$ cat config.mk
export PLATFORM = sky130hd
export DESIGN_NAME = dwc_write_decoder
export DESIGN_NICKNAME = d
export VERILOG_FILES = /design/src/dwc_pkg.sv /design/src/dwc_write_decoder.sv /design/src/dwc_cmd_decode.sv
export SDC_FILE = /design/constraint.sdc
export NUM_CORES = 1
export LEC_CHECK = 0
export BUFFER_PORTS_ARGS = -buffer_cell sky130_fd_sc_hd__clkbuf_2
export CELL_PAD_IN_SITES_DETAIL_PLACEMENT = 2
export CELL_PAD_IN_SITES_GLOBAL_PLACEMENT = 2
export CORE_ASPECT_RATIO = 1.25
export CORE_MARGIN = 8
export CORE_UTILIZATION = 33
export DETAILED_ROUTE_END_ITERATION = 16
export PLACE_DENSITY_LB_ADDON = 0.25
export SLEW_MARGIN = 40
export SYNTH_ARGS = -nofsm -noshare
export SYNTH_HDL_FRONTEND = slang
export SYNTH_SLANG_ARGS = --single-unit
export TNS_END_PERCENT = 5
$ cat constraint.sdc
create_clock -name mclk -period 2.5 [get_ports mclk]
set_input_delay 0.375 -clock mclk [delete_from_list [all_inputs] [get_ports mclk]]
set_output_delay 0.375 -clock mclk [all_outputs]
set_load 0.005 [all_outputs]
$ cat src/dwc_pkg.sv
// Constants, types and state layout of the write command decoder
package dwc_pkg;

    // Converter geometry
    localparam int NUM_CHAN = 8;
    localparam int CODE_W = 12;

    // Command and access byte field positions
    localparam int CMD_MSB = 7;
    localparam int CMD_LSB = 4;
    localparam int CHAN_MSB = 3;
    localparam int CHAN_LSB = 0;
    localparam int CHAN_TOP = 3;
    localparam int CHAN_IDX_MSB = 2;

    // Lower data byte: value nibble sits in the upper half
    localparam int LOW_NIB_MSB = 7;
    localparam int LOW_NIB_LSB = 4;

    // Command codes handled here
    localparam logic [3:0] CMD_WRITE_INPUT = 4'h0;
    localparam logic [3:0] CMD_SELECT_UPDATE = 4'h1;
    localparam logic [3:0] CMD_WRITE_UPDATE = 4'h3;

    // Channel field code for all channels at once
    localparam logic [3:0] CHAN_BROADCAST = 4'hF;

    // Power-on code of every register (zero scale)
    localparam logic [11:0] RESET_CODE = 12'h000;
    localparam logic [7:0] RESET_BYTE = 8'h00;
    localparam logic [7:0] ALL_CHAN = 8'hFF;
    localparam logic [7:0] NO_CHAN = 8'h00;
    localparam logic [7:0] ONE_CHAN = 8'h01;

    typedef logic [CODE_W-1:0] dwc_code_t;
    typedef logic [NUM_CHAN-1:0][CODE_W-1:0] dwc_bank_t;

    // Frame sequencer, Gray coded along the byte order
    typedef enum logic [1:0] {
        ST_IDLE = 2'h0,
        ST_CMD = 2'h1,
        ST_UPPER = 2'h3,
        ST_LOWER = 2'h2
    } dwc_state_e;

    // Per-channel actions decoded from the command and access byte
    typedef struct packed {
        logic [NUM_CHAN-1:0] wr;
        logic [NUM_CHAN-1:0] upd;
    } dwc_mask_s;

    // Whole state of the decoder
    typedef struct packed {
        dwc_state_e st;
        logic [7:0] cmd_byte;
        logic [7:0] upper;
        logic [7:0] lower;
        dwc_bank_t in_regs;
        dwc_bank_t out_regs;
        logic load;
    } dwc_regs_s;

endpackage

$ cat src/dwc_write_decoder.sv
// Write command decoder for an octal 12-bit converter register bank
//
// Behaviour
// - Command 0: write one channel's input register
// - Value is upper byte plus upper nibble
// - Channel top bit set, not all ones: ignored
// - Command 0 broadcast: write all input registers
// - Command 1: copy input to output register
// - Command 1 broadcast: update all output registers
// - Command 3: write and update one channel
// - Command 3 broadcast: write, update all channels
// - Apply on acknowledge falling edge after lower byte
module dwc_write_decoder (
    input logic mclk,
    input logic rst,
    input logic frame_start,
    input logic byte_valid,
    input logic [7:0] byte_data,
    input logic ack_fall,
    output dwc_pkg::dwc_bank_t input_regs,
    output dwc_pkg::dwc_bank_t output_regs,
    output logic output_load_strobe
);

    dwc_pkg::dwc_regs_s r;
    dwc_pkg::dwc_regs_s next_r;
    dwc_pkg::dwc_mask_s masks;
    dwc_pkg::dwc_code_t value;
    logic apply;
    logic [3:0] cmd;
    logic [3:0] chan;

    // Action masks from the held command and access byte
    dwc_cmd_decode u_decode (
        .command_access_byte(r.cmd_byte),
        .masks(masks)
    );

    // Field views of the held bytes
    assign cmd = r.cmd_byte[dwc_pkg::CMD_MSB:dwc_pkg::CMD_LSB];
    assign chan = r.cmd_byte[dwc_pkg::CHAN_MSB:dwc_pkg::CHAN_LSB];
    assign value = {r.upper,
        r.lower[dwc_pkg::LOW_NIB_MSB:dwc_pkg::LOW_NIB_LSB]};

    // Commit point: acknowledge falling edge after the lower byte
    assign apply = !rst && !frame_start && (r.st == dwc_pkg::ST_LOWER)
        && ack_fall;

    // Next state of the whole decoder
    always_comb
    begin
        next_r = r;
        next_r.load = 1'b0;
        if (rst)
        begin
            next_r.st = dwc_pkg::ST_IDLE;
            next_r.cmd_byte = dwc_pkg::RESET_BYTE;
            next_r.upper = dwc_pkg::RESET_BYTE;
            next_r.lower = dwc_pkg::RESET_BYTE;
            next_r.in_regs = {dwc_pkg::NUM_CHAN{dwc_pkg::RESET_CODE}};
            next_r.out_regs = {dwc_pkg::NUM_CHAN{dwc_pkg::RESET_CODE}};
        end
        else if (frame_start)
        begin
            next_r.st = dwc_pkg::ST_IDLE;
        end
        else
        begin
            // Byte order: command, upper data, lower data
            case (r.st)
                dwc_pkg::ST_IDLE:
                begin
                    if (byte_valid)
                    begin
                        next_r.cmd_byte = byte_data;
                        next_r.st = dwc_pkg::ST_CMD;
                    end
                end
                dwc_pkg::ST_CMD:
                begin
                    if (byte_valid)
                    begin
                        next_r.upper = byte_data;
                        next_r.st = dwc_pkg::ST_UPPER;
                    end
                end
                dwc_pkg::ST_UPPER:
                begin
                    if (byte_valid)
                    begin
                        next_r.lower = byte_data;
                        next_r.st = dwc_pkg::ST_LOWER;
                    end
                end
                dwc_pkg::ST_LOWER:
                begin
                    if (ack_fall)
                    begin
                        next_r.st = dwc_pkg::ST_IDLE;
                    end
                end
                default:
                begin
                    next_r.st = dwc_pkg::ST_IDLE;
                end
            endcase
            // Register bank writes and transfers at the commit point
            for (int i = 0; i < dwc_pkg::NUM_CHAN; i++)
            begin
                if (apply && masks.wr[i])
                begin
                    next_r.in_regs[i] = value;
                end
                if (apply && masks.upd[i])
                begin
                    next_r.out_regs[i] = masks.wr[i] ? value
                        : r.in_regs[i];
                end
            end
            next_r.load = apply && (|masks.upd);
        end
    end

    // State register
    always_ff @(posedge mclk)
    begin
        r <= next_r;
    end

    // Outputs straight from flip-flops
    assign input_regs = r.in_regs;
    assign output_regs = r.out_regs;
    assign output_load_strobe = r.load;

    // Checks
    property p_write_one;
        @(posedge mclk) disable iff (rst)
        apply && cmd == dwc_pkg::CMD_WRITE_INPUT && !chan[3]
        |=> input_regs[$past(chan[2:0])] == $past(value)
            && output_regs == $past(output_regs);
    endproperty
    a_write_one: assert property (p_write_one)
        else $error("single input write lost");

    property p_nibble;
        @(posedge mclk) disable iff (rst)
        apply && cmd == dwc_pkg::CMD_WRITE_INPUT && !chan[3]
        |=> input_regs[$past(chan[2:0])][3:0] == $past(r.lower[7:4])
            && input_regs[$past(chan[2:0])][11:4] == $past(r.upper);
    endproperty
    a_nibble: assert property (p_nibble)
        else $error("data bytes packed wrongly");

    property p_invalid;
        @(posedge mclk) disable iff (rst)
        apply && chan[3] && chan != dwc_pkg::CHAN_BROADCAST
        |=> $stable(input_regs) && $stable(output_regs)
            && !output_load_strobe;
    endproperty
    a_invalid: assert property (p_invalid)
        else $error("invalid channel code acted on");

    property p_write_all;
        @(posedge mclk) disable iff (rst)
        apply && cmd == dwc_pkg::CMD_WRITE_INPUT
            && chan == dwc_pkg::CHAN_BROADCAST
        |=> input_regs == {8{$past(value)}} && $stable(output_regs);
    endproperty
    a_write_all: assert property (p_write_all)
        else $error("broadcast input write incomplete");

    property p_update_one;
        @(posedge mclk) disable iff (rst)
        apply && cmd == dwc_pkg::CMD_SELECT_UPDATE && !chan[3]
        |=> output_regs[$past(chan[2:0])] == $past(input_regs[chan[2:0]])
            && $stable(input_regs) && output_load_strobe;
    endproperty
    a_update_one: assert property (p_update_one)
        else $error("single update did not copy input");

    property p_update_all;
        @(posedge mclk) disable iff (rst)
        apply && cmd == dwc_pkg::CMD_SELECT_UPDATE
            && chan == dwc_pkg::CHAN_BROADCAST
        |=> output_regs == $past(input_regs) && $stable(input_regs);
    endproperty
    a_update_all: assert property (p_update_all)
        else $error("broadcast update incomplete");

    property p_write_update_one;
        @(posedge mclk) disable iff (rst)
        apply && cmd == dwc_pkg::CMD_WRITE_UPDATE && !chan[3]
        |=> input_regs[$past(chan[2:0])] == $past(value)
            && output_regs[$past(chan[2:0])] == $past(value);
    endproperty
    a_write_update_one: assert property (p_write_update_one)
        else $error("write and update of one channel failed");

    property p_write_update_all;
        @(posedge mclk) disable iff (rst)
        apply && cmd == dwc_pkg::CMD_WRITE_UPDATE
            && chan == dwc_pkg::CHAN_BROADCAST
        |=> input_regs == {8{$past(value)}}
            && output_regs == {8{$past(value)}};
    endproperty
    a_write_update_all: assert property (p_write_update_all)
        else $error("broadcast write and update incomplete");

    property p_commit_point;
        @(posedge mclk) disable iff (rst)
        !(r.st == dwc_pkg::ST_LOWER && ack_fall) || frame_start
        |=> $stable(input_regs) && $stable(output_regs);
    endproperty
    a_commit_point: assert property (p_commit_point)
        else $error("registers changed outside commit point");

    property p_order;
        @(posedge mclk) disable iff (rst)
        r.st == dwc_pkg::ST_IDLE && byte_valid && !frame_start
        |=> r.st == dwc_pkg::ST_CMD && r.cmd_byte == $past(byte_data);
    endproperty
    a_order: assert property (p_order)
        else $error("first byte not taken as command");

    property p_hold;
        @(posedge mclk) disable iff (rst)
        !$stable(output_regs) |-> $past(apply) && $past(|masks.upd)
            && output_load_strobe;
    endproperty
    a_hold: assert property (p_hold)
        else $error("output register changed without update");

endmodule

$ cat src/dwc_cmd_decode.sv
// Command and access byte decoder: per-channel write and update masks
module dwc_cmd_decode (
    input logic [7:0] command_access_byte,
    output dwc_pkg::dwc_mask_s masks
);

    // Channel field to channel mask; top bit set is invalid unless all ones
    function automatic logic [7:0] chan_sel(input logic [3:0] chan);
        logic [7:0] sel;
        sel = dwc_pkg::NO_CHAN;
        if (chan == dwc_pkg::CHAN_BROADCAST)
        begin
            sel = dwc_pkg::ALL_CHAN;
        end
        else if (!chan[dwc_pkg::CHAN_TOP])
        begin
            sel = dwc_pkg::ONE_CHAN << chan[dwc_pkg::CHAN_IDX_MSB:0];
        end
        return sel;
    endfunction

    logic [3:0] cmd;
    logic [7:0] sel;

    assign cmd = command_access_byte[dwc_pkg::CMD_MSB:dwc_pkg::CMD_LSB];
    assign sel = chan_sel(
        command_access_byte[dwc_pkg::CHAN_MSB:dwc_pkg::CHAN_LSB]);

    // Command to action masks; other commands do nothing here
    always_comb
    begin
        masks.wr = dwc_pkg::NO_CHAN;
        masks.upd = dwc_pkg::NO_CHAN;
        case (cmd)
            dwc_pkg::CMD_WRITE_INPUT:
            begin
                masks.wr = sel;
            end
            dwc_pkg::CMD_SELECT_UPDATE:
            begin
                masks.upd = sel;
            end
            dwc_pkg::CMD_WRITE_UPDATE:
            begin
                masks.wr = sel;
                masks.upd = sel;
            end
            default:
            begin
                masks.wr = dwc_pkg::NO_CHAN;
                masks.upd = dwc_pkg::NO_CHAN;
            end
        endcase
    end

endmodule

==> results of run 1 <==
[cell type report]
cell class	count	share of cell area, %
diodes	1	0.0217
clock buffers	31	5.52
clock inverters	9	1.09
inverters	1	0.0326
multi-input cells	747	39.2
flip-flops and latches	215	37.4
well taps	412	4.48
repair buffers	254	12.3
[report_power, final]
part / internal, µW / switching, µW
Combinational: 122 / 318
Clock: 2090 / 1440
Sequential: 3430 / 19.6
Total: 5640 / 1770
[stage by stage]
step / setup WS (ns) / hold WS, ns / cell area [µm²]
detailed placement: 0.168 / 0.482 / 10700
CTS: 0.159 / 0.120 / 11500
global placement: 0.230 / 0.474 / 10700
finish: 0.212 / 0.141 / 11500
floorplan: 0.593 / 0.460 / 10600
global route: 0.0290 / 0.143 / 11500
[per-layer routing]
metal	GRT usage (%)	vias to the layer above	routed length [µm]
met5	0	-	0
met4	4.60	0	713
met3	3.15	41	1640
met2	34.6	163	19400
met1	25.6	4365	17400
li1	-	4053	-
[state kept, by name, summed over array words and instances, names as in the netlist]
register            count
input_regs             96
output_regs            96
r                      14
cmd                     4
output_load_strobe      1
chan                    4
[synth_stat cells (all sizes together)]
| library cell | n | area share [%] |
|---|---|---|
| o21bai | 12 | 0.85 |
| a211oi | 2 | 0.24 |
| nand2b | 37 | 2.2 |
| and2 | 2 | 0.14 |
| o31ai | 96 | 6.8 |
| nand2 | 22 | 0.78 |
| buf | 211 | 15 |
| nor4bb | 1 | 0.094 |
| nor2 | 110 | 3.9 |
| a22oi | 1 | 0.071 |
| nand3 | 16 | 0.75 |
| inv | 1 | 0.035 |
| nor4 | 1 | 0.059 |
| a21oi | 21 | 0.99 |
| o21ai | 194 | 9.1 |
| mux2i | 37 | 3.5 |
| nand3b | 37 | 2.6 |
| or4b | 3 | 0.32 |
| nand4 | 2 | 0.12 |
| xor2 | 1 | 0.082 |
| and4bb | 1 | 0.12 |
| dfxtp | 215 | 40 |
| xnor2 | 4 | 0.33 |
| nor3 | 3 | 0.14 |
| o211ai | 1 | 0.071 |
| o211a | 2 | 0.19 |
| nand4b | 2 | 0.16 |
| nor3b | 1 | 0.12 |
| nor2b | 120 | 7.1 |
| and4 | 2 | 0.16 |
| clkbuf | 74 | 2.6 |
| or2 | 9 | 0.55 |
| nor4b | 7 | 0.75 |
[cell families after synthesis]
group / Yosys count
AO/OA/AOI/OAI: 329
XOR/XNOR: 5
buffers and inverters: 286
flip-flops: 215
multiplexers: 37
AND/OR/NAND/NOR: 376
[timing repair]
item | in CTS | in global routing
setup endpoints to repair | 0 | 2
endpoints found under the hold margin | 0 | 0
resized for setup | 0 | 1
buffers inserted | 0 | 0
[final timing paths]
path / end / slack (ns) / depth (start not counted)
setup / recovery: output_regs[46] / 0.21 / 4
hold / removal: chan[0] / 0.14 / 3
setup reg to reg: output_regs[46] / 0.21 / 4
hold reg to reg: output_regs[84] / 0.49 / 2
[critical path, delay by kind of cell (launching register included)]
kind             cells  cell delay, ns
AND/OR/NAND/NOR      3            1.33
AO/OA/AOI/OAI        1            0.34
flip-flops           1            0.51
==> report_table.html, run 1 <==
<table>
<tr><th>Metric</th><th>Value</th></tr>
<tr><th colspan="2">STA</th></tr>
<tr><td>Total Neg Setup Slack</td><td>0 ns</td></tr>
<tr><td>Worst-case headroom to the max-slew limit</td><td>approximately 44%</td></tr>
<tr><td>Worst slew pin tran</td><td>between 0.8 and 0.9 ns</td></tr>
<tr><td>Number of hold violations in the final report</td><td>0</td></tr>
<tr><td>Min cycle time layout</td><td>2.29 ns</td></tr>
<tr><td>Final worst-path cycle share</td><td>between 90% and 100%</td></tr>
<tr><td>Setup repair after global routing missed its margin</td><td>false</td></tr>
<tr><td>Final count of pins violating max slew</td><td>0</td></tr>
<tr><td>Final setup vio count</td><td>0</td></tr>
<tr><td>Upper clock frequency limit</td><td>437 MHz</td></tr>
<tr><td>Fin Clk Skew</td><td>~0.011 ns</td></tr>
<tr><th colspan="2">Die</th></tr>
<tr><td>Initial standard-cell utilization of the core</td><td>between 30% and 40%</td></tr>
<tr><td>Full die area</td><td>38300 µm²</td></tr>
<tr><td>Die X-Extent</td><td>roughly 180 µm</td></tr>
<tr><td>Vert. Die Dim</td><td>~220 µm</td></tr>
<tr><td>Core footprint</td><td>31800 µm²</td></tr>
<tr><td>Number of placement rows</td><td>73</td></tr>
<tr><td>Number of top-level pins</td><td>~210</td></tr>
<tr><th colspan="2">Cells and area</th></tr>
<tr><td>Area of the multi-input gates</td><td>about 4500 µm²</td></tr>
<tr><td>Layout overhead on the synthesized area</td><td>8.28%</td></tr>
<tr><td>Util after Layout</td><td>about 36%</td></tr>
<tr><td>Filler cells</td><td>~3700</td></tr>
<tr><td>Most frequent standard cell in the layout excluding fill and tap cells</td><td>sky130_fd_sc_hd__dfxtp_1</td></tr>
<tr><td>Share of layout cells above drive strength 1</td><td>between 20% and 30%</td></tr>
<tr><td>Commonest cells after routing, fill and taps aside</td><td>sky130_fd_sc_hd__dfxtp_1, sky130_fd_sc_hd__clkbuf_2, sky130_fd_sc_hd__o21ai_0</td></tr>
<tr><td>Final Net Count</td><td>1255</td></tr>
<tr><td>Register Area</td><td>4300 µm²</td></tr>
<tr><td>Number of standard cells in the layout, taps in and fillers out</td><td>~1700</td></tr>
<tr><th colspan="2">Detailed routing</th></tr>
<tr><td>Drt via density</td><td>between 5 and 6</td></tr>
<tr><td>Remaining DRCs</td><td>0</td></tr>
<tr><td>Wirelength per Cell</td><td>23.5 µm</td></tr>
<tr><td>Total wire length after detailed routing</td><td>between 30 and 40 mm</td></tr>
<tr><td>Iter 0 DRT Violations</td><td>518</td></tr>
<tr><td>Via count of the routed design</td><td>8622</td></tr>
<tr><td>First drt pass iteration count</td><td>5</td></tr>
<tr><td>Final antenna-violating net count</td><td>0</td></tr>
<tr><th colspan="2">GRT</th></tr>
<tr><td>First-pass GRT wire length</td><td>59.4 mm</td></tr>
<tr><td>Global-route usage over all layers</td><td>between 20% and 30%</td></tr>
<tr><td>Number of global-route vias before repair</td><td>between 9000 and 10000</td></tr>
<tr><td>Pin count of the biggest net entering global routing</td><td>about 150</td></tr>
<tr><td>Total gr overflow</td><td>0</td></tr>
<tr><td>Antenna violations before repair</td><td>2</td></tr>
<tr><th colspan="2">Min path</th></tr>
<tr><td>Critical hold path startpoint</td><td>byte_data[0]</td></tr>
<tr><td>Worst min path class</td><td>input pin to flop</td></tr>
<tr><th colspan="2">Flow run</th></tr>
<tr><td>Maximum capacitance violations</td><td>0</td></tr>
<tr><th colspan="2">Placement</th></tr>
<tr><td>Total placed cells including tap cells</td><td>between 1500 and 2000</td></tr>
<tr><td>Number of input and output port buffers inserted</td><td>205</td></tr>
<tr><td>Gpl congestion</td><td>a little under 0.8</td></tr>
<tr><td>Final HPWL from detailed placement</td><td>roughly 27 mm</td></tr>
<tr><th colspan="2">Clocking</th></tr>
<tr><td>Number of buffers added to fix hold violations after cts</td><td>0</td></tr>
<tr><td>Clock slew seen by the registers of the worst setup and hold paths</td><td>approximately 0.060 ns</td></tr>
<tr><td>H-tree depth</td><td>1</td></tr>
<tr><td>Clock root buffer</td><td>sky130_fd_sc_hd__clkbuf_16</td></tr>
<tr><td>TritonCTS sink count</td><td>around 220</td></tr>
<tr><td>Latest clock arrival within the worst-skew pair</td><td>0.50 ns</td></tr>
<tr><td>CTS Buffer Depth</td><td>3</td></tr>
<tr><td>CTS tree</td><td>done</td></tr>
<tr><td>Number of buffers created by CTS</td><td>23</td></tr>
<tr><th colspan="2">Logic synthesis</th></tr>
<tr><td>Flip-flop and latch count after synthesis</td><td>approximately 220</td></tr>
<tr><td>Dominant combinational cell family by area after synthesis</td><td>simple AND/OR/NAND/NOR gates</td></tr>
<tr><td>Count of different cell masters after synthesis</td><td>43</td></tr>
<tr><td>Adder-cell area share of the yosys netlist</td><td>0%</td></tr>
<tr><td>Post-synthesis instance area</td><td>around 11000 µm²</td></tr>
<tr><td>Post-synthesis share of cell area spent on xor and xnor gates</td><td>less than 1%</td></tr>
<tr><td>Post-synthesis sequential area ratio</td><td>40.5%</td></tr>
<tr><td>Basic-gate share of the synthesized area counting and, or, nand and nor cells</td><td>20.0%</td></tr>
<tr><td>Yosys warnings</td><td>0</td></tr>
<tr><td>Post-synthesis compound-gate area fraction</td><td>approximately 18%</td></tr>
<tr><td>Number of instances in the synthesized netlist</td><td>roughly 1200</td></tr>
<tr><td>Number of nets in the synthesized netlist</td><td>~1300</td></tr>
<tr><td>Syn avg cell area</td><td>8.52 µm²</td></tr>
<tr><td>Share of synthesized area spent on multiplexers</td><td>3.48%</td></tr>
<tr><th colspan="2">Setup path</th></tr>
<tr><td>Cell-by-cell listing of the critical path</td><td>and4bb_2 &gt; nand2_1 &gt; or2_1 &gt; o31ai_1</td></tr>
<tr><td>WS Path Type</td><td>flop to flop</td></tr>
<tr><td>Critical-path cell with the highest stage delay</td><td>sky130_fd_sc_hd__or2_1</td></tr>
<tr><td>Type of destination of the critical path</td><td>flop</td></tr>
<tr><td>Crit path launch</td><td>r[218]</td></tr>
<tr><td>Biggest cell delay along the critical path</td><td>around 0.58 ns</td></tr>
<tr><td>Worst R2R Start</td><td>r[218]</td></tr>
<tr><td>Worst endpoint required time</td><td>2.90 ns</td></tr>
<tr><td>CP startpoint kind</td><td>flop</td></tr>
<tr><td>WP data arrival</td><td>approximately 2.7 ns</td></tr>
<tr><td>Largest driver fanout on the critical path</td><td>12</td></tr>
<tr><th colspan="2">Power and ir drop</th></tr>
<tr><td>Worst supply voltage drop on vdd</td><td>0.313 mV</td></tr>
<tr><td>Areal power density over the cells</td><td>approximately 640 nW/µm²</td></tr>
<tr><td>Total power draw</td><td>approximately 7400 µW</td></tr>
<tr><td>Reported leakage power</td><td>0.00448 µW</td></tr>
<tr><th colspan="2">Outcome</th></tr>
<tr><td>Run status</td><td>completed</td></tr>
</table>
(Power assumes the default switching activity.)
==> run 2, diff against run 1 <==
Settings changed: CORE_UTILIZATION 33 to 30.
Clock period 2.5 ns to 2 ns, I/O delays scaled along.
==> run 2 against run 1 <==
- sequential share of layout area is 1.6 points lower
- fmax is 20% higher
- largest cell class unchanged
- setup slack worse by 0.12 ns
- register-to-register slack worse by 0.12 ns
- critical path depth is 2 higher
- die area is 9.2% higher
==> report_table.html, run 2 (same netlist as run 1, synthesis figures left out) <==
<table>
<tr><th>Metric</th><th>Value</th></tr>
<tr><th colspan="2">Outcome</th></tr>
<tr><td>Run status</td><td>completed</td></tr>
<tr><th colspan="2">STA</th></tr>
<tr><td>Final setup vio count</td><td>0 (unchanged)</td></tr>
<tr><td>Worst-case headroom to the max-slew limit</td><td>57.6% (+14 points)</td></tr>
<tr><td>Setup repair after global routing missed its margin</td><td>true</td></tr>
<tr><td>Min cycle time layout</td><td>1.91 ns (-0.383 ns)</td></tr>
<tr><td>Final count of pins violating max slew</td><td>0 (unchanged)</td></tr>
<tr><td>Number of hold violations in the final report</td><td>0 (unchanged)</td></tr>
<tr><td>Worst slew pin tran</td><td>0.636 ns (-0.200 ns)</td></tr>
<tr><td>Upper clock frequency limit</td><td>525 MHz (+20%)</td></tr>
<tr><td>Fin Clk Skew</td><td>0.00854 ns (-0.00258 ns)</td></tr>
<tr><td>Final worst-path cycle share</td><td>95.3% (+3.7 points)</td></tr>
<tr><td>Total Neg Setup Slack</td><td>0 ns (unchanged)</td></tr>
<tr><th colspan="2">Placement</th></tr>
<tr><td>Gpl congestion</td><td>0.775 (-0.32%)</td></tr>
<tr><td>Placed cell areas</td><td>11200 µm² (+4.1%)</td></tr>
<tr><td>Final HPWL from detailed placement</td><td>29.2 mm (+8.5%)</td></tr>
<tr><td>Number of input and output port buffers inserted</td><td>205 (unchanged)</td></tr>
<tr><th colspan="2">Clocking</th></tr>
<tr><td>Clock slew seen by the registers of the worst setup and hold paths</td><td>0.06 ns (about the same)</td></tr>
<tr><td>Latest clock arrival within the worst-skew pair</td><td>0.52 ns (+0.02 ns)</td></tr>
<tr><td>H-tree depth</td><td>1 (unchanged)</td></tr>
<tr><td>CTS tree</td><td>done</td></tr>
<tr><td>CTS Buffer Depth</td><td>3 (unchanged)</td></tr>
<tr><td>Clock root buffer</td><td>sky130_fd_sc_hd__clkbuf_16</td></tr>
<tr><td>Number of buffers added to fix hold violations after cts</td><td>0 (unchanged)</td></tr>
<tr><td>TritonCTS sink count</td><td>215 (unchanged)</td></tr>
<tr><td>Number of buffers created by CTS</td><td>25 (+8.7%)</td></tr>
<tr><th colspan="2">GRT</th></tr>
<tr><td>Total gr overflow</td><td>0 (unchanged)</td></tr>
<tr><td>Number of global-route vias before repair</td><td>9391 (+0.74%)</td></tr>
<tr><td>Global-route usage over all layers</td><td>19.4% (-0.62 points)</td></tr>
<tr><td>Antenna violations before repair</td><td>1 (-1)</td></tr>
<tr><td>Pin count of the biggest net entering global routing</td><td>154 (+0.65%)</td></tr>
<tr><td>First-pass GRT wire length</td><td>61.3 mm (+3.2%)</td></tr>
<tr><th colspan="2">Cells and area</th></tr>
<tr><td>Final Net Count</td><td>1297 (+3.3%)</td></tr>
<tr><td>Area of the multi-input gates</td><td>4530 µm² (+0.33%)</td></tr>
<tr><td>Share of layout cells above drive strength 1</td><td>27.2% (+2.9 points)</td></tr>
<tr><td>Layout overhead on the synthesized area</td><td>13.1%</td></tr>
<tr><td>Antenna cells</td><td>0 (-1)</td></tr>
<tr><td>Commonest cells after routing, fill and taps aside</td><td>sky130_fd_sc_hd__dfxtp_1, sky130_fd_sc_hd__clkbuf_2, sky130_fd_sc_hd__o21ai_0</td></tr>
<tr><td>Post-route design area</td><td>12000 µm² (+4.4%)</td></tr>
<tr><td>Filler cells</td><td>4034 (+10%)</td></tr>
<tr><td>Register Area</td><td>4310 µm² (about the same)</td></tr>
<tr><td>Most frequent standard cell in the layout excluding fill and tap cells</td><td>sky130_fd_sc_hd__dfxtp_1</td></tr>
<tr><th colspan="2">Power and ir drop</th></tr>
<tr><td>Worst supply voltage drop on vdd</td><td>0.465 mV (+48%)</td></tr>
<tr><td>Reported leakage power</td><td>0.00473 µW (+5.5%)</td></tr>
<tr><td>Areal power density over the cells</td><td>796 nW/µm² (+24%)</td></tr>
<tr><th colspan="2">Setup path</th></tr>
<tr><td>Type of destination of the critical path</td><td>flop</td></tr>
<tr><td>Largest driver fanout on the critical path</td><td>12 (unchanged)</td></tr>
<tr><td>CP startpoint kind</td><td>flop</td></tr>
<tr><td>Worst endpoint required time</td><td>2.42 ns (-0.48 ns)</td></tr>
<tr><td>WP data arrival</td><td>2.33 ns (-0.35 ns)</td></tr>
<tr><td>WS Path Type</td><td>flop to flop</td></tr>
<tr><th colspan="2">Detailed routing</th></tr>
<tr><td>Drt via density</td><td>4.96 (-3.9%)</td></tr>
<tr><td>Final antenna-violating net count</td><td>0 (unchanged)</td></tr>
<tr><td>Via count of the routed design</td><td>8806 (+2.1%)</td></tr>
<tr><td>Total wire length after detailed routing</td><td>41.3 mm (+5.5%)</td></tr>
<tr><td>Iter 0 DRT Violations</td><td>481 (-7.1%)</td></tr>
<tr><td>Wirelength per Cell</td><td>23.3 µm (-0.73%)</td></tr>
<tr><td>First drt pass iteration count</td><td>5 (unchanged)</td></tr>
<tr><td>Remaining DRCs</td><td>0 (unchanged)</td></tr>
<tr><th colspan="2">Die</th></tr>
<tr><td>Initial standard-cell utilization of the core</td><td>30.2% (-3.2 points)</td></tr>
<tr><td>Number of placement rows</td><td>77 (+5.5%)</td></tr>
<tr><td>Vert. Die Dim</td><td>227 µm (+4.5%)</td></tr>
<tr><td>Number of top-level pins</td><td>206 (unchanged)</td></tr>
<tr><td>Full die area</td><td>41800 µm² (+9.2%)</td></tr>
<tr><td>Die X-Extent</td><td>184 µm (+4.4%)</td></tr>
<tr><td>Core footprint</td><td>35200 µm² (+11%)</td></tr>
<tr><th colspan="2">Min path</th></tr>
<tr><td>Worst min path class</td><td>input pin to flop</td></tr>
<tr><th colspan="2">Flow run</th></tr>
<tr><td>Maximum capacitance violations</td><td>0 (unchanged)</td></tr>
</table>
-- run 2: area by class of cell --
class	count	area share, %
clock buffers	38	6.11
clock inverters	5	0.645
inverters	1	0.0312
multi-input cells	747	37.7
flip-flops and latches	215	35.8
well taps	474	4.93
repair buffers	294	14.8
-- run 2: where the power goes --
group | leakage, µW | internal (µW) | switching [µW]
Sequential | 0.00173 | 4290 | 20.0
Combinational | 0.00260 | 207 | 425
Clock | 0.000396 | 2770 | 1860
-- run 2: path summary, 6_finish.rpt --
kind,from,endpoint,slack (ns),cells past startpoint
max,chan[1],output_regs[48],0.09,6
min,byte_data[6],cmd[2],0.05,3
max reg2reg,chan[1],output_regs[48],0.09,6
min reg2reg,output_regs[86],output_regs[86],0.49,2
-- run 2: stage by stage --
| stage | instances | util [%] | power, µW | setup WS [ns] | hold slack [ns] |
|---|---|---|---|---|---|
| after floorplan | 1248 | - | 4680 | 0.168 | 0.436 |
| after detailed placement | 1730 | 31.8 | 5050 | 0.0103 | 0.480 |
| final | 1774 | 34.2 | 9570 | 0.0950 | 0.0546 |
| after global placement | 1730 | 31.8 | 5040 | 0.118 | 0.472 |
| after global routing | 1774 | 34.2 | 9890 | 0.00981 | 0.0566 |
| after CTS | 1773 | 34.1 | 9710 | 0.00802 | 0.0289 |
-- run 2: what timing repair did --
action                                  4_1_cts  5_1_grt
gates resized for setup                       0        9
endpoints found under the setup margin        0       63
buffers inserted                              0        1
-- run 2: worst max-delay path, stage by stage (launching register included) --
cell and delay [ns]:
sky130_fd_sc_hd__dfxtp_1 0.36, sky130_fd_sc_hd__buf_4 0.18, sky130_fd_sc_hd__nor4b_1 0.31, sky130_fd_sc_hd__buf_4 0.17
sky130_fd_sc_hd__nor2_1 0.06, sky130_fd_sc_hd__or2_2 0.43, sky130_fd_sc_hd__o31ai_1 0.29
-- run 2: per-layer routing --
layer | vias up | part of all wire [%] | global-route usage [%]
li1 | 4149 | - | -
met1 | 4440 | 42 | 23.9
met2 | 165 | 50 | 34.3
met3 | 50 | 5.0 | 3.35
met4 | 2 | 2.1 | 5.08
met5 | - | 0.019 | 0
==> run 3, diff against run 2 <==
--- a/config.mk
+++ b/config.mk
@@ -13,5 +13,5 @@
 export CORE_UTILIZATION = 30
 export DETAILED_ROUTE_END_ITERATION = 16
-export PLACE_DENSITY_LB_ADDON = 0.25
+export PLACE_DENSITY_LB_ADDON = 0.1
 export SLEW_MARGIN = 40
 export SYNTH_ARGS = -nofsm -noshare
==> constraint.sdc (replaced) <==
create_clock -name mclk -period 2 [get_ports mclk]
set_input_delay 0.4 -clock mclk [delete_from_list [all_inputs] [get_ports mclk]]
set_output_delay 0.4 -clock mclk [all_outputs]
set_load 0.005 [all_outputs]
==> run 3 against run 2 <==
- register-to-register slack better by 0.03 ns
- global-route usage is 0.058 points lower
- final area fell by 0.10%
- flip-flop and latch count did not move
- critical path type unchanged
- critical endpoint is now input_regs[80]
- largest power group is now registers
- highest routed layer is now met4
==> report_table.html, run 3 (same netlist as run 1, synthesis figures left out) <==
<table>
<tr><th>Metric</th><th>Value</th></tr>
<tr><th colspan="2">STA</th></tr>
<tr><td>Number of hold violations in the final report</td><td>0 (unchanged)</td></tr>
<tr><td>Final count of pins violating max slew</td><td>0 (unchanged)</td></tr>
<tr><td>Worst-case headroom to the max-slew limit</td><td>59.5% (+1.9 points)</td></tr>
<tr><td>Fin Clk Skew</td><td>0.0128 ns (+0.00427 ns)</td></tr>
<tr><td>Setup repair after global routing missed its margin</td><td>true</td></tr>
<tr><td>Upper clock frequency limit</td><td>532 MHz (+1.4%)</td></tr>
<tr><td>Worst Hold Slack</td><td>0.149 ns (+0.0942 ns)</td></tr>
<tr><td>Total Neg Setup Slack</td><td>0 ns (unchanged)</td></tr>
<tr><td>Final worst-path cycle share</td><td>93.9% (-1.3 points)</td></tr>
<tr><td>Final worst-path setup slack</td><td>0.122 ns (+0.0268 ns)</td></tr>
<tr><td>Min cycle time layout</td><td>1.88 ns (-0.0268 ns)</td></tr>
<tr><td>Final setup vio count</td><td>0 (unchanged)</td></tr>
<tr><td>Worst slew pin tran</td><td>0.607 ns (-0.0292 ns)</td></tr>
<tr><th colspan="2">Detailed routing</th></tr>
<tr><td>Total wire length after detailed routing</td><td>41.0 mm (-0.74%)</td></tr>
<tr><td>Final antenna-violating net count</td><td>0 (unchanged)</td></tr>
<tr><td>Via count of the routed design</td><td>8726 (-0.91%)</td></tr>
<tr><td>Drt via density</td><td>4.91 (-1.0%)</td></tr>
<tr><td>Iter 0 DRT Violations</td><td>477 (-0.83%)</td></tr>
<tr><td>First drt pass iteration count</td><td>4 (-1)</td></tr>
<tr><td>Wirelength per Cell</td><td>23.1 µm (-0.85%)</td></tr>
<tr><td>Remaining DRCs</td><td>0 (unchanged)</td></tr>
<tr><th colspan="2">Placement</th></tr>
<tr><td>Worst-case setup slack after placement</td><td>-0.0521 ns (-0.0624 ns)</td></tr>
<tr><td>Number of input and output port buffers inserted</td><td>205 (unchanged)</td></tr>
<tr><td>Final HPWL from detailed placement</td><td>29.1 mm (-0.43%)</td></tr>
<tr><td>Placed cell areas</td><td>11300 µm² (+0.65%)</td></tr>
<tr><td>Gpl congestion</td><td>0.749 (-3.3%)</td></tr>
<tr><th colspan="2">Clocking</th></tr>
<tr><td>CTS Buffer Depth</td><td>3 (unchanged)</td></tr>
<tr><td>Clock root buffer</td><td>sky130_fd_sc_hd__clkbuf_16</td></tr>
<tr><td>Number of buffers added to fix hold violations after cts</td><td>0 (unchanged)</td></tr>
<tr><td>TritonCTS sink count</td><td>215 (unchanged)</td></tr>
<tr><td>Latest clock arrival within the worst-skew pair</td><td>0.52 ns (about the same)</td></tr>
<tr><td>CTS tree</td><td>done</td></tr>
<tr><td>Number of buffers created by CTS</td><td>25 (unchanged)</td></tr>
<tr><td>H-tree depth</td><td>1 (unchanged)</td></tr>
<tr><td>Clock slew seen by the registers of the worst setup and hold paths</td><td>0.06 ns (about the same)</td></tr>
<tr><th colspan="2">Cells and area</th></tr>
<tr><td>Final Net Count</td><td>1301 (+0.31%)</td></tr>
<tr><td>Share of layout cells above drive strength 1</td><td>27.1% (-0.042 points)</td></tr>
<tr><td>Most frequent standard cell in the layout excluding fill and tap cells</td><td>sky130_fd_sc_hd__dfxtp_1</td></tr>
<tr><td>Layout overhead on the synthesized area</td><td>13.0%</td></tr>
<tr><td>Util after Layout</td><td>34.2% (-0.036 points)</td></tr>
<tr><td>Post-route design area</td><td>12000 µm² (-0.10%)</td></tr>
<tr><td>Commonest cells after routing, fill and taps aside</td><td>sky130_fd_sc_hd__dfxtp_1, sky130_fd_sc_hd__clkbuf_2, sky130_fd_sc_hd__o21ai_0</td></tr>
<tr><td>Antenna cells</td><td>0 (unchanged)</td></tr>
<tr><th colspan="2">Die</th></tr>
<tr><td>Vert. Die Dim</td><td>227 µm (unchanged)</td></tr>
<tr><td>Number of placement rows</td><td>77 (unchanged)</td></tr>
<tr><td>Die X-Extent</td><td>184 µm (unchanged)</td></tr>
<tr><td>Core footprint</td><td>35200 µm² (unchanged)</td></tr>
<tr><td>Initial standard-cell utilization of the core</td><td>30.2% (unchanged)</td></tr>
<tr><td>Number of top-level pins</td><td>206 (unchanged)</td></tr>
<tr><td>Full die area</td><td>41800 µm² (unchanged)</td></tr>
<tr><th colspan="2">Setup path</th></tr>
<tr><td>WS Path Type</td><td>flop to flop</td></tr>
<tr><td>Biggest cell delay along the critical path</td><td>0.41 ns (-0.02 ns)</td></tr>
<tr><td>Worst endpoint required time</td><td>2.43 ns (about the same)</td></tr>
<tr><td>R2R cell count</td><td>5 (-1)</td></tr>
<tr><td>CP startpoint kind</td><td>flop</td></tr>
<tr><td>Critical-path cell with the highest stage delay</td><td>sky130_fd_sc_hd__dfxtp_1</td></tr>
<tr><td>Worst R2R Start</td><td>r[217]</td></tr>
<tr><td>Crit path launch</td><td>r[217]</td></tr>
<tr><td>Largest driver fanout on the critical path</td><td>21 (+9)</td></tr>
<tr><td>Type of destination of the critical path</td><td>flop</td></tr>
<tr><td>WP data arrival</td><td>2.31 ns (-0.02 ns)</td></tr>
<tr><td>Cell-by-cell listing of the critical path</td><td>nor4b_4 &gt; nand4_1 &gt; buf_12 &gt; or2_1 &gt; o21ai_0</td></tr>
<tr><th colspan="2">GRT</th></tr>
<tr><td>Global-route usage over all layers</td><td>19.3% (-0.058 points)</td></tr>
<tr><td>Pin count of the biggest net entering global routing</td><td>130 (-16%)</td></tr>
<tr><td>Total gr overflow</td><td>0 (unchanged)</td></tr>
<tr><td>First-pass GRT wire length</td><td>61.5 mm (+0.29%)</td></tr>
<tr><td>Number of global-route vias before repair</td><td>9264 (-1.4%)</td></tr>
<tr><td>Antenna violations before repair</td><td>0 (-1)</td></tr>
<tr><th colspan="2">Min path</th></tr>
<tr><td>Worst min path class</td><td>input pin to flop</td></tr>
<tr><td>Hold path depth</td><td>2 (-1)</td></tr>
<tr><td>Critical hold path startpoint</td><td>frame_start</td></tr>
<tr><th colspan="2">Power and ir drop</th></tr>
<tr><td>Areal power density over the cells</td><td>765 nW/µm² (-3.9%)</td></tr>
<tr><td>Worst supply voltage drop on vdd</td><td>0.401 mV (-14%)</td></tr>
<tr><td>Reported leakage power</td><td>0.00473 µW (about the same)</td></tr>
<tr><th colspan="2">Flow run</th></tr>
<tr><td>Maximum capacitance violations</td><td>0 (unchanged)</td></tr>
<tr><th colspan="2">Outcome</th></tr>
<tr><td>Run status</td><td>completed</td></tr>
</table>
## run 3: final timing paths
kind	slack, ns	to
worst min-delay path	0.15	r[218]
worst max-delay path	0.12	input_regs[80]
worst max register to register	0.12	input_regs[80]
worst min register to register	0.49	chan[1]
## run 3: layout make-up
cell class / count / area, µm²
Clock buffer: 37 / 701
Fill cell: 4041 / 23200
Timing Repair Buffer: 298 / 1840
Inverter: 1 / 3.75
Clock inverter: 4 / 20.0
Sequential cell: 215 / 4310
Tap cell: 474 / 593
Multi-Input combinational cell: 747 / 4550
## run 3: power breakdown
part / total, µW / switching (µW) / internal, µW
Sequential: 4310 / 18.6 / 4290
Clock: 4220 / 1820 / 2400
Combinational: 656 / 436 / 220
## run 3: worst max-delay path: cells and delay by family, from the launching register on
kind,cells,cell delay [ns]
DFF,1,0.41
and+or+nand+nor,3,0.93
buffers and inverters,1,0.20
AOI/OAI and AO/OA,1,0.24
## run 3: per-layer routing
| metal | vias to the layer above | part of all wire (%) | GRT usage (%) |
|---|---|---|---|
| met4 | 0 | 1.8 | 4.20 |
| met5 | - | 0 | 0 |
| li1 | 4146 | - | - |
| met1 | 4361 | 46 | 25.8 |
| met2 | 175 | 48 | 32.7 |
| met3 | 44 | 4.2 | 2.58 |
## run 3: what timing repair did
item                       CTS  global route
buffers inserted             0             0
setup endpoints to repair    8            44
gates resized for setup      1            10
## run 3: metrics by stage
stage / total power (µW) / cells
after floorplan: 4680 / 1248
after global placement: 5060 / 1735
after detailed placement: 5060 / 1735
after CTS: 9340 / 1776
after global routing: 9550 / 1776
final: 9190 / 1776
